## config.mk

```make
export PLATFORM = sky130hd
export DESIGN_NAME = gdps_host_flat
export DESIGN_NICKNAME = d
export VERILOG_FILES = /design/src/gdps_pkg.sv /design/src/gdps_if.sv /design/src/gdps_host.sv /design/src/gdps_cnt.sv /design/src/flat_wrapper.sv
export SDC_FILE = /design/constraint.sdc
export NUM_CORES = 1
export LEC_CHECK = 0
export BUFFER_PORTS_ARGS = -buffer_cell sky130_fd_sc_hd__buf_2
export CORE_AREA = 2 2 94 96
export DETAILED_ROUTE_END_ITERATION = 10
export DIE_AREA = 0 0 96 98
export GPL_ROUTABILITY_DRIVEN = 0
export GPL_TIMING_DRIVEN = 0
export PLACE_DENSITY = 0.65
export SETUP_SLACK_MARGIN = 0.4
export SYNTH_ARGS = -nofsm -noshare
export SYNTH_HDL_FRONTEND = slang
export SYNTH_SLANG_ARGS = --single-unit
```

## constraint.sdc

```tcl
create_clock -name clk_in -period 5.81 [get_ports clk_in]
set_clock_uncertainty 0.1 [all_clocks]
set_input_delay 1.743 -clock clk_in [delete_from_list [all_inputs] [get_ports clk_in]]
set_output_delay 1.743 -clock clk_in [all_outputs]
set_load 0.03 [all_outputs]
```

## src/gdps_pkg.sv

```systemverilog
// constants and types shared by both ends of the gear-down / power-save sequencer
package gdps_pkg;
   localparam int              CLK_MHZ   = 100;
   localparam int              TW        = 16;
   localparam int              MR_AW     = 3;
   localparam int              MR_DW     = 14;
   // command codes, valid only while chip select is low
   localparam logic [2:0]      CMD_NOP   = 3'h0;
   localparam logic [2:0]      CMD_MRS   = 3'h1;
   localparam logic [2:0]      CMD_REF   = 3'h2;
   localparam logic [2:0]      CMD_SRE   = 3'h3;
   localparam logic [2:0]      CMD_SRX   = 3'h4;
   localparam logic [2:0]      CMD_OTH   = 3'h5;
   // mode register fields
   localparam logic [MR_AW-1:0] GEAR_MR  = 3'h3;
   localparam int              GEAR_BIT  = 3;
   localparam logic [MR_AW-1:0] MPS_MR   = 3'h4;
   localparam int              MPS_BIT   = 1;
   localparam int              GEAR_MIN_RATE = 2666;
   // timing in ns
   localparam int T_SYNC_GEAR_NS = 40;
   localparam int T_CMD_GEAR_NS  = 40;
   localparam int T_DLLK_NS      = 2000;
   localparam int T_XS_NS        = 300;
   localparam int T_XSDLL_NS     = 2000;
   localparam int T_MPED_NS      = 150;
   localparam int T_CKMPE_NS     = 150;
   localparam int T_CKMPX_NS     = 100;
   localparam int T_MPX_LH_NS    = 50;
   localparam int T_XMP_NS       = 300;
   localparam int T_XMP_DLL_NS   = 2000;
   localparam int T_RESET_NS     = 200;
   // least time to whole cycles, never below one
   function automatic int cyc_min(input int ns);
      int c;
      c = (ns * CLK_MHZ + 999) / 1000;
      return (c < 1) ? 1 : c;
   endfunction : cyc_min
   // sync wait rounded up to an even count so the sync pulse lands on an even edge
   localparam logic [TW-1:0] C_SYNC   = TW'((cyc_min(T_SYNC_GEAR_NS) + 1) / 2 * 2);
   localparam logic [TW-1:0] C_CMD    = TW'(cyc_min(T_CMD_GEAR_NS));
   localparam logic [TW-1:0] C_DLLK   = TW'(cyc_min(T_DLLK_NS));
   localparam logic [TW-1:0] C_XS     = TW'(cyc_min(T_XS_NS));
   localparam logic [TW-1:0] C_XSDLL  = TW'(cyc_min(T_XSDLL_NS));
   localparam logic [TW-1:0] C_MPED   = TW'(cyc_min(T_MPED_NS));
   localparam logic [TW-1:0] C_CKMPE  = TW'(cyc_min(T_CKMPE_NS));
   localparam logic [TW-1:0] C_CKMPX  = TW'(cyc_min(T_CKMPX_NS));
   localparam logic [TW-1:0] C_MPX_LH = TW'(cyc_min(T_MPX_LH_NS));
   localparam logic [TW-1:0] C_XMP    = TW'(cyc_min(T_XMP_NS));
   localparam logic [TW-1:0] C_XMPDLL = TW'(cyc_min(T_XMP_DLL_NS));
   localparam logic [TW-1:0] C_RESET  = TW'(cyc_min(T_RESET_NS));
   typedef enum logic [9:0] {
      D_OFF  = 10'h001, D_INIT = 10'h002, D_SYNC = 10'h004, D_CMDW = 10'h008,
      D_RUN  = 10'h010, D_SR   = 10'h020, D_SRX  = 10'h040, D_MPE  = 10'h080,
      D_MPS  = 10'h100, D_MPX  = 10'h200
   } gdps_dst_type;
endpackage : gdps_pkg

```

## src/gdps_if.sv

```systemverilog
// command/control link between memory controller and memory device
`timescale 1ns/1ps
interface gdps_if;
   import gdps_pkg::*;
   logic                 reset_n;
   logic                 cke;
   logic                 cs_n;
   logic [2:0]           cmd;
   logic [MR_AW-1:0]     mr_addr;
   logic [MR_DW-1:0]     mr_data;
   logic                 slow;
   logic                 pda_sel;
   logic                 extras_on;
   logic                 ck_en;
   modport dev (input reset_n, cke, cs_n, cmd, mr_addr, mr_data, slow, pda_sel,
                extras_on, ck_en);
   modport host (output reset_n, cke, cs_n, cmd, mr_addr, mr_data, slow, pda_sel,
                 extras_on, ck_en);
endinterface : gdps_if

```

## src/gdps_host.sv

```systemverilog
// memory controller end: drives reset, CKE, select and mode commands
`timescale 1ns/1ps
module gdps_host #(
   parameter int DATA_RATE  = 2666,
   parameter int CAS_LAT    = 18,
   parameter int CAS_WR_LAT = 14,
   parameter bit USE_EXTRAS = 1'b0
) (
   input  wire logic clk_in,
   input  wire logic rst_in,
   gdps_if.host      link,
   input  wire logic init_req_in,
   input  wire logic gear_req_in,
   input  wire logic sre_req_in,
   input  wire logic srx_req_in,
   input  wire logic mps_enter_req_in,
   input  wire logic mps_stay_req_in,
   input  wire logic mps_exit_req_in,
   output logic      ready_out,
   output logic      gear_out,
   output logic      refused_out,
   output logic [7:0] add_lat_out
);
   import gdps_pkg::*;

   typedef enum logic [13:0] {
      H_IDLE = 14'h0001, H_RST  = 14'h0002, H_CKE  = 14'h0004, H_SYNC = 14'h0008,
      H_CMDW = 14'h0010, H_RDY  = 14'h0020, H_SR   = 14'h0040, H_SRXW = 14'h0080,
      H_MPE  = 14'h0100, H_MPS  = 14'h0200, H_BLIP = 14'h0400, H_MPXR = 14'h0800,
      H_MPXN = 14'h1000, H_MPXD = 14'h2000
   } gdps_hst_type;

   // gear-down only for fast grades with even latencies
   localparam bit GEAR_OK = (DATA_RATE >= GEAR_MIN_RATE) && (CAS_LAT % 2 == 0)
                            && (CAS_WR_LAT % 2 == 0);
   localparam logic [7:0] AL_2N = 8'(CAS_LAT - 2);

   gdps_hst_type     st_r;
   gdps_hst_type     st_nxt;
   logic [TW-1:0]    hc_r;
   logic             t_ld;
   logic [TW-1:0]    t_val;
   logic             t_done;
   logic             gear_nxt;
   logic             ref_nxt;
   logic             rst_n_nxt;
   logic             cke_nxt;
   logic             cs_n_nxt;
   logic [2:0]       cmd_nxt;
   logic [MR_AW-1:0] addr_nxt;
   logic [MR_DW-1:0] data_nxt;
   logic             slow_nxt;
   logic             pda_nxt;
   logic             ext_nxt;
   logic             ck_nxt;

   gdps_cnt #(.W(TW)) u_timer (
      .clk_in   (clk_in),
      .rst_in   (rst_in),
      .load_in  (t_ld),
      .val_in   (t_val),
      .done_out (t_done)
   );

   // sequencing; the bus defaults to deselect every cycle
   always_comb
   begin
      st_nxt    = st_r;
      t_ld      = 1'b0;
      t_val     = '0;
      gear_nxt  = gear_out;
      ref_nxt   = 1'b0;
      rst_n_nxt = link.reset_n;
      cke_nxt   = link.cke;
      cs_n_nxt  = 1'b1;
      cmd_nxt   = CMD_NOP;
      addr_nxt  = '0;
      data_nxt  = '0;
      slow_nxt  = 1'b0;
      pda_nxt   = 1'b0;
      ext_nxt   = link.extras_on;
      ck_nxt    = link.ck_en;
      case (st_r)
         H_IDLE:
            if (init_req_in)
            begin
               st_nxt    = H_RST;
               rst_n_nxt = 1'b0;
               cke_nxt   = 1'b0;
               t_ld      = 1'b1;
               t_val     = C_RESET;
            end
         H_RST:
            if (t_done)
            begin
               st_nxt    = H_CKE;
               rst_n_nxt = 1'b1;
               cke_nxt   = 1'b1;
            end
         H_CKE, H_SRXW:
            if ((st_r == H_CKE) || t_done)
            begin
               if (gear_req_in && GEAR_OK)
               begin
                  // slow gear write; nothing but refresh precedes it after exit
                  st_nxt   = H_SYNC;
                  cs_n_nxt = 1'b0;
                  cmd_nxt  = CMD_MRS;
                  addr_nxt = GEAR_MR;
                  data_nxt = MR_DW'(1) << GEAR_BIT;
                  slow_nxt = 1'b1;
                  ext_nxt  = 1'b0;
               end
               else
               begin
                  st_nxt  = H_RDY;
                  ref_nxt = gear_req_in;
               end
            end
         H_SYNC:
            if (hc_r == C_SYNC - TW'(1))
            begin
               st_nxt   = H_CMDW;
               cs_n_nxt = 1'b0;
               cmd_nxt  = CMD_NOP;
               slow_nxt = 1'b1;
               t_ld     = 1'b1;
               t_val    = C_CMD + TW'(1);
            end
         H_CMDW:
            if (t_done)
            begin
               st_nxt   = H_RDY;
               gear_nxt = 1'b1;
               ext_nxt  = USE_EXTRAS;
            end
         H_RDY:
            if (sre_req_in)
            begin
               // the only way back to 1N
               st_nxt   = H_SR;
               cs_n_nxt = 1'b0;
               cmd_nxt  = CMD_SRE;
               gear_nxt = 1'b0;
            end
            else if (mps_enter_req_in)
            begin
               if (gear_out || link.extras_on)
               begin
                  ref_nxt = 1'b1;
                  ext_nxt = 1'b0;
               end
               else
               begin
                  st_nxt   = H_MPE;
                  cs_n_nxt = 1'b0;
                  cmd_nxt  = CMD_MRS;
                  addr_nxt = MPS_MR;
                  data_nxt = MR_DW'(1) << MPS_BIT;
                  pda_nxt  = 1'b1;
                  t_ld     = 1'b1;
                  t_val    = C_CKMPE;
               end
            end
         H_SR:
            if (srx_req_in)
            begin
               st_nxt   = H_SRXW;
               cs_n_nxt = 1'b0;
               cmd_nxt  = CMD_SRX;
               t_ld     = 1'b1;
               t_val    = C_XS;
            end
         H_MPE:
            if (t_done)
            begin
               st_nxt = H_MPS;
               ck_nxt = 1'b0;
            end
         H_MPS:
            if (mps_exit_req_in)
            begin
               st_nxt  = H_MPXR;
               ck_nxt  = 1'b1;
               cke_nxt = 1'b0;
               t_ld    = 1'b1;
               t_val   = C_CKMPX;
            end
            else if (mps_stay_req_in)
            begin
               st_nxt  = H_BLIP;
               cke_nxt = 1'b0;
            end
         H_BLIP:
         begin
            st_nxt  = H_MPS;
            cke_nxt = 1'b1;
         end
         H_MPXR:
            if (t_done)
            begin
               st_nxt   = H_MPXN;
               cke_nxt  = 1'b1;
               cs_n_nxt = 1'b0;
               t_ld     = 1'b1;
               t_val    = C_MPX_LH;
            end
         H_MPXN:
         begin
            cs_n_nxt = 1'b0;
            if (t_done)
            begin
               st_nxt   = H_MPXD;
               cs_n_nxt = 1'b1;
               t_ld     = 1'b1;
               t_val    = C_XMP;
            end
         end
         H_MPXD:
            if (t_done)
               st_nxt = H_RDY;
         default:
            st_nxt = H_IDLE;
      endcase
   end

   // state and sync edge counter
   always_ff @(posedge clk_in)
   begin
      if (rst_in)
      begin
         st_r <= H_IDLE;
         hc_r <= '0;
      end
      else
      begin
         st_r <= st_nxt;
         hc_r <= (st_r == H_SYNC) ? hc_r + TW'(1) : '0;
      end
   end

   // link and user outputs, all registered
   always_ff @(posedge clk_in)
   begin
      if (rst_in)
      begin
         link.reset_n   <= 1'b0;
         link.cke       <= 1'b0;
         link.cs_n      <= 1'b1;
         link.cmd       <= CMD_NOP;
         link.mr_addr   <= '0;
         link.mr_data   <= '0;
         link.slow      <= 1'b0;
         link.pda_sel   <= 1'b0;
         link.extras_on <= 1'b0;
         link.ck_en     <= 1'b1;
         ready_out      <= 1'b0;
         gear_out       <= 1'b0;
         refused_out    <= 1'b0;
         add_lat_out    <= '0;
      end
      else
      begin
         link.reset_n   <= rst_n_nxt;
         link.cke       <= cke_nxt;
         link.cs_n      <= cs_n_nxt;
         link.cmd       <= cmd_nxt;
         link.mr_addr   <= addr_nxt;
         link.mr_data   <= data_nxt;
         link.slow      <= slow_nxt;
         link.pda_sel   <= pda_nxt;
         link.extras_on <= ext_nxt;
         link.ck_en     <= ck_nxt;
         ready_out      <= (st_nxt == H_RDY);
         gear_out       <= gear_nxt;
         refused_out    <= ref_nxt;
         add_lat_out    <= gear_nxt ? AL_2N : 8'h00;
      end
   end
endmodule : gdps_host

```

## src/gdps_cnt.sv

```systemverilog
// down counter for wait times; done while the count is zero
`timescale 1ns/1ps
module gdps_cnt #(
   parameter int W = 16
) (
   input  wire logic         clk_in,
   input  wire logic         rst_in,
   input  wire logic         load_in,
   input  wire logic [W-1:0] val_in,
   output logic              done_out
);
   logic [W-1:0] count_r;
   // reload wins over counting so a fresh wait always starts whole
   always_ff @(posedge clk_in)
   begin
      if (rst_in)
         count_r <= '0;
      else if (load_in)
         count_r <= val_in;
      else if (count_r != '0)
         count_r <= count_r - W'(1);
   end
   assign done_out = (count_r == '0);
endmodule : gdps_cnt

```

## src/flat_wrapper.sv

```systemverilog
// flat-port wrapper written by rule: the top's interface ports become plain ports
module gdps_host_flat import gdps_pkg::*;
#(
   parameter int DATA_RATE  = 2666,
   parameter int CAS_LAT    = 18,
   parameter int CAS_WR_LAT = 14,
   parameter bit USE_EXTRAS = 1'b0
)
  (clk_in, rst_in, init_req_in, gear_req_in, sre_req_in, srx_req_in, mps_enter_req_in, mps_stay_req_in, mps_exit_req_in, ready_out, gear_out, refused_out, add_lat_out, link_reset_n, link_cke, link_cs_n, link_cmd, link_mr_addr, link_mr_data, link_slow, link_pda_sel, link_extras_on, link_ck_en);
  gdps_if link_i ();
  input  wire logic clk_in;
  input  wire logic rst_in;
  input  wire logic init_req_in;
  input  wire logic gear_req_in;
  input  wire logic sre_req_in;
  input  wire logic srx_req_in;
  input  wire logic mps_enter_req_in;
  input  wire logic mps_stay_req_in;
  input  wire logic mps_exit_req_in;
  output logic ready_out;
  output logic gear_out;
  output logic refused_out;
  output logic [7:0] add_lat_out;
  output wire logic [$bits(link_i.reset_n)-1:0] link_reset_n;
  output wire logic [$bits(link_i.cke)-1:0] link_cke;
  output wire logic [$bits(link_i.cs_n)-1:0] link_cs_n;
  output wire logic [$bits(link_i.cmd)-1:0] link_cmd;
  output wire logic [$bits(link_i.mr_addr)-1:0] link_mr_addr;
  output wire logic [$bits(link_i.mr_data)-1:0] link_mr_data;
  output wire logic [$bits(link_i.slow)-1:0] link_slow;
  output wire logic [$bits(link_i.pda_sel)-1:0] link_pda_sel;
  output wire logic [$bits(link_i.extras_on)-1:0] link_extras_on;
  output wire logic [$bits(link_i.ck_en)-1:0] link_ck_en;
  assign link_reset_n = link_i.reset_n;
  assign link_cke = link_i.cke;
  assign link_cs_n = link_i.cs_n;
  assign link_cmd = link_i.cmd;
  assign link_mr_addr = link_i.mr_addr;
  assign link_mr_data = link_i.mr_data;
  assign link_slow = link_i.slow;
  assign link_pda_sel = link_i.pda_sel;
  assign link_extras_on = link_i.extras_on;
  assign link_ck_en = link_i.ck_en;
  gdps_host #(.DATA_RATE(DATA_RATE), .CAS_LAT(CAS_LAT), .CAS_WR_LAT(CAS_WR_LAT), .USE_EXTRAS(USE_EXTRAS)) u_core (.clk_in(clk_in), .rst_in(rst_in), .link(link_i), .init_req_in(init_req_in), .gear_req_in(gear_req_in), .sre_req_in(sre_req_in), .srx_req_in(srx_req_in), .mps_enter_req_in(mps_enter_req_in), .mps_stay_req_in(mps_stay_req_in), .mps_exit_req_in(mps_exit_req_in), .ready_out(ready_out), .gear_out(gear_out), .refused_out(refused_out), .add_lat_out(add_lat_out));
endmodule
```

== Yosys cells after proc, flatten, opt, wreduce, memory -nomap -nowiden ==
Cells that the tools add are included.
Storage, ports and cells
  flip-flop bits (word level): 84
  bits of input ports: 9
  word-level logic and storage cells: 157
Operators by class
  add/sub/neg operators: 2
  equality and inequality tests: 28
  muxes and demuxes: 87
  bitwise gates (word level): 3
  reductions and logical operators: 20
Operators by type and width (number)
  14-bit 2-to-1 mux: 17
  14-bit case mux with 12 select lines: 1
  16-bit case mux with 7 select lines: 1
  16-bit 2-to-1 mux: 4
  1-bit 2-to-1 mux: 33
  3-bit 2-to-1 mux: 10
  14-bit by 6-bit equality test with 1-bit output (second input constant): 2
  14-bit case mux with 2 select lines: 1
  5-bit 2-to-1 mux: 4
  16-bit by 1-bit adder with 16-bit output (second input constant): 1
  16-bit by 2-bit equality test with 1-bit output (second input constant): 1
  16-bit zero test: 1
  16-bit nonzero test: 1
  16-bit by 1-bit subtractor with 16-bit output (second input constant): 1
  14-bit by 1-bit equality test with 1-bit output (second input constant): 1
  14-bit by 10-bit equality test with 1-bit output (second input constant): 1
  14-bit by 11-bit equality test with 1-bit output (second input constant): 1
  14-bit by 12-bit equality test with 1-bit output (second input constant): 1
  14-bit by 13-bit equality test with 1-bit output (second input constant): 1
  14-bit equality test (second input constant): 1
  14-bit by 2-bit equality test with 1-bit output (second input constant): 1
  14-bit by 3-bit equality test with 1-bit output (second input constant): 1
  14-bit by 4-bit equality test with 1-bit output (second input constant): 1
  14-bit by 5-bit equality test with 1-bit output (second input constant): 1
  other kinds (25): 52

== Depth between registers and ports, before layout ==
  depth in word-level cells: 6
  mapped depth: 9
  gate-level depth less buffers: 8

== Modules after synthesis ==
Synthesis repeated with hierarchy kept, for this count alone.
Unflattened totals
  cells, all modules: 437
  area, all modules: 3563.4 sq um
By module, submodules not included
  gdps_host: instances 1, cells an instance 321, area an instance 2598.7 sq um
  gdps_cnt: instances 1, cells an instance 116, area an instance 964.7 sq um

== Worst setup path before layout ==
Ideal clock, no wire load.
  path type: input -> register
  from: input sre_req_in
  to: register u_core.u_timer.count_r[10]
  setup time: 0.117 ns
  arrival time: 3.030 ns
  data required time: 5.593 ns
  setup slack: 2.563 ns
  cell stages on the path: 7
  path buffers: 1
  cell sequence: nor2_1 > nand3_1 > or4_1 > nand3_1 > or4_1 > buf_2 > nor2_1
Between the ends
  cells in the longest elaborated chain, start to end: 3
  elaborated cells on any way between the ends: 6
  those cells by class: mux (5); reduce/logical (1)
RTL lines
  start: declaration: RTL line flat_wrapper.sv:15  | input wire logic sre_req_in;
  16-bit 2-to-1 mux or 1-bit 2-to-1 mux (tied branches): RTL line gdps_host.sv:138  | if (sre_req_in)
  16-bit case mux with 7 select lines or 1-bit case mux with 6 select lines (tied branches): RTL line gdps_host.sv:83  | case (st_r)
  16-bit 2-to-1 mux or 2-bit nonzero test (tied branches)
  end signal: assignment: RTL line gdps_cnt.sv:19  | count_r <= val_in;
  end signal: assignment: RTL line gdps_cnt.sv:21  | count_r <= count_r - W'(1);
  end: declaration: RTL line gdps_cnt.sv:12  | logic [W-1:0] count_r;
Several ways; a longest one is shown, not always the timed one.
A chain may end at the register's enable or synchronous reset.

== Worst setup path after layout ==
  from: input sre_req_in
  to: register u_core.u_timer.count_r[5]
Same word-level chain as after synthesis.

==> out/results.ini <==
[pwr]
peakVddDrop_uv=145
p_per_area_mw_per_mm2=369
power.leakage_nw=1.55
power.total_mw=1.40

[placement]
io_buffers=26
hpwl_um=5430
place_worst_setup_slack_ps=2110

[detailed_routing]
post-route-drc-count=0
via_count=2931
drt_pass1_iterations=4
drt_first_iter_violations=172
wl_um=7380
via_per_inst=5.22
drt-wirelength-per-cell_um=13.2
ant_nets=0

[worst_setup_path]
slowest_stage=or4_1
worst-path-max-fanout=10
cp-start-kind=input pin
path_cells=buf_2, nor2_1, nand3_1, or4_1, nand3_1, or4_1, buf_2, nor2_1
timing.rr.start=u_core.st_r[2]$_SDFF_PP0_
critical_path_class=input pin to flip-flop
crit_buf_inv=2
crit_required_ps=5940
endpoint_kind=flip-flop
cp.arrival_ps=3490
startpoint=sre_req_in
max_stage_delay_ps=570
critPathTopFamily=simple AND/OR/NAND/NOR gates

[die]
num_rows=34
start_util_pct=38.1
die_area_mm2=0.00941
io_pins=47
core-area_mm2=0.00847
die_w_um=96
die_h_um=98

[clock_network]
insertion_delay_ps=350
clk_path_buf_depth=2
ctsResizeCount=0
path_clk_slew_ps=70
root_buffer=clkbuf_8
postCtsHoldBufs=0
htree_levels=3
cts_made_buffers=9
cts_num_sinks=60
postCtsSetupBuffers=0
tritoncts=yes

[synth]
synth_seq_cells=60
netlist_area_mm2=0.00322
synth_area_leaders=dfxtp_1 (37%), nor2_1 (6.1%), buf_4 (5.6%)
synth-main-ff-cell=dfxtp_1
synth_area_leader_cell=dfxtp_1
synth.distinct_cells=54
synth_edf_count=0
syn_avg_cell_area_um2=8.23
yosysWarnings=0
synth_top_cell_area_share_pct=37.3
yosysSeqAreaShare_pct=37.3
async_flop_share_pct=0
syn_inst=392

[grt]
first_global_vias=2606
grt_pass1_wl_um=12500
antenna_found_initial=0
grt_overflow_total=0
grt_max_degree=13
grt_usage_pct=16.8

[layout]
final_common_cell=dfxtp_1
syn_to_final_growth_pct=17.3
nets=459
drive_above_1_share_pct=18.1
final_cell_mix=dfxtp_1 (60), nor2_1 (52), buf_2 (29)
antenna_cells=0

[sta]
finalHoldViolations=0
fin_crit_sh_pct=57.8
fin_ws_ps=2450
relSlewSlack_pct=46.0
report.final.slew_viol_count=0
min_period_ps=3360
tightest_slew_ps=802
setup_viol=0
tns_ps=0
fmax_mhz=298
rsz0062_at_grt=no

[worst_hold_path]
min_path_type=flip-flop to flip-flop
worstHoldStart=u_core.hc_r[0]$_SDFF_PP0_

[job]
cap_violations=0

[status]
status=finished clean

-- worst register-to-register path: stages (launching register included) --
cell and delay, ps:
dfxtp_1 300, clkbuf_1 200, nor4_4 590, nand3_2 310, nor4_1 320, nor3_1 120, a31oi_1 540, clkbuf_1 490
o221a_2 290
-- flip-flops by register name (all words and copies together), names as in the netlist, 3 cells and up --
register                count
u_core.hc_r                16
u_core.link.cmd             3
u_core.u_timer.count_r     16
u_core.st_r                14
-- cell usage after synthesis, types with 12 or more instances --
cell	instances
clkbuf_1	14
dfxtp_1	60
nand3_1	14
nand2_1	28
nor2_1	52
nand4_1	15
nor4_1	14
nor3_1	17
a21oi_1	12
buf_4	24
xnor2_1	15
xor2_1	13
-- per-layer routing --
| layer | track usage [%] | vias up | wire (um) |
|---|---|---|---|
| li1 | - | 1481 | - |
| met1 | 23.4 | 1340 | 3510 |
| met2 | 24.6 | 94 | 3270 |
| met3 | 3.16 | 16 | 426 |
| met4 | 8.24 | 0 | 181 |
| met5 | 0 | - | 0 |
-- stage by stage --
stage	area, um^2	hold slack, ps	std cells	util, %
final	3780	365	561	44.7
after global routing	3780	375	561	44.7
after CTS	3780	367	561	44.7
after detailed placement	3560	351	545	42.1
after global placement	3560	340	545	42.1
after floorplan	3300	326	411	-
-- path summary, 6_finish.rpt --
path / endpoint / slack, ps / depth (start not counted)
max: u_core.u_timer.count_r[5]$_SDFFE_PP0P_ / 2450 / 8
min reg2reg: u_core.hc_r[0]$_SDFF_PP0_ / 370 / 1
min: u_core.hc_r[0]$_SDFF_PP0_ / 370 / 1
max reg2reg: u_core.st_r[13]$_SDFF_PP0_ / 2500 / 8
-- cell type report --
| type | count | area [um^2] |
|---|---|---|
| Buffer | 42 | 251 |
| Clock buffer | 9 | 124 |
| Clock inverter | 7 | 98.8 |
| Fill cell | 835 | 4680 |
| Inverter | 11 | 41.3 |
| Multi-Input combinational cell | 298 | 1800 |
| Sequential cell | 60 | 1200 |
| Tap cell | 108 | 135 |
| Timing Repair Buffer | 26 | 130 |
-- power by group --
group,internal (mW),leakage [nW],switching (mW)
combinational,0.201,0.957,0.269
clock,0.244,0.110,0.183
sequential,0.454,0.486,0.0442
total,0.899,1.55,0.497
-- cell families after synthesis --
| group | synth area share, % |
|---|---|
| and+or+nand+nor | 33.8 |
| adders and majority gates | 0.776 |
| buffers and inverters | 9.08 |
| AOI/OAI and AO/OA | 11.1 |
| DFF | 37.3 |
| muxes | 0.310 |
| other | 0.116 |
| xor gates and xnor gates | 7.61 |
No activity file was read; power rests on OpenSTA's default activity.
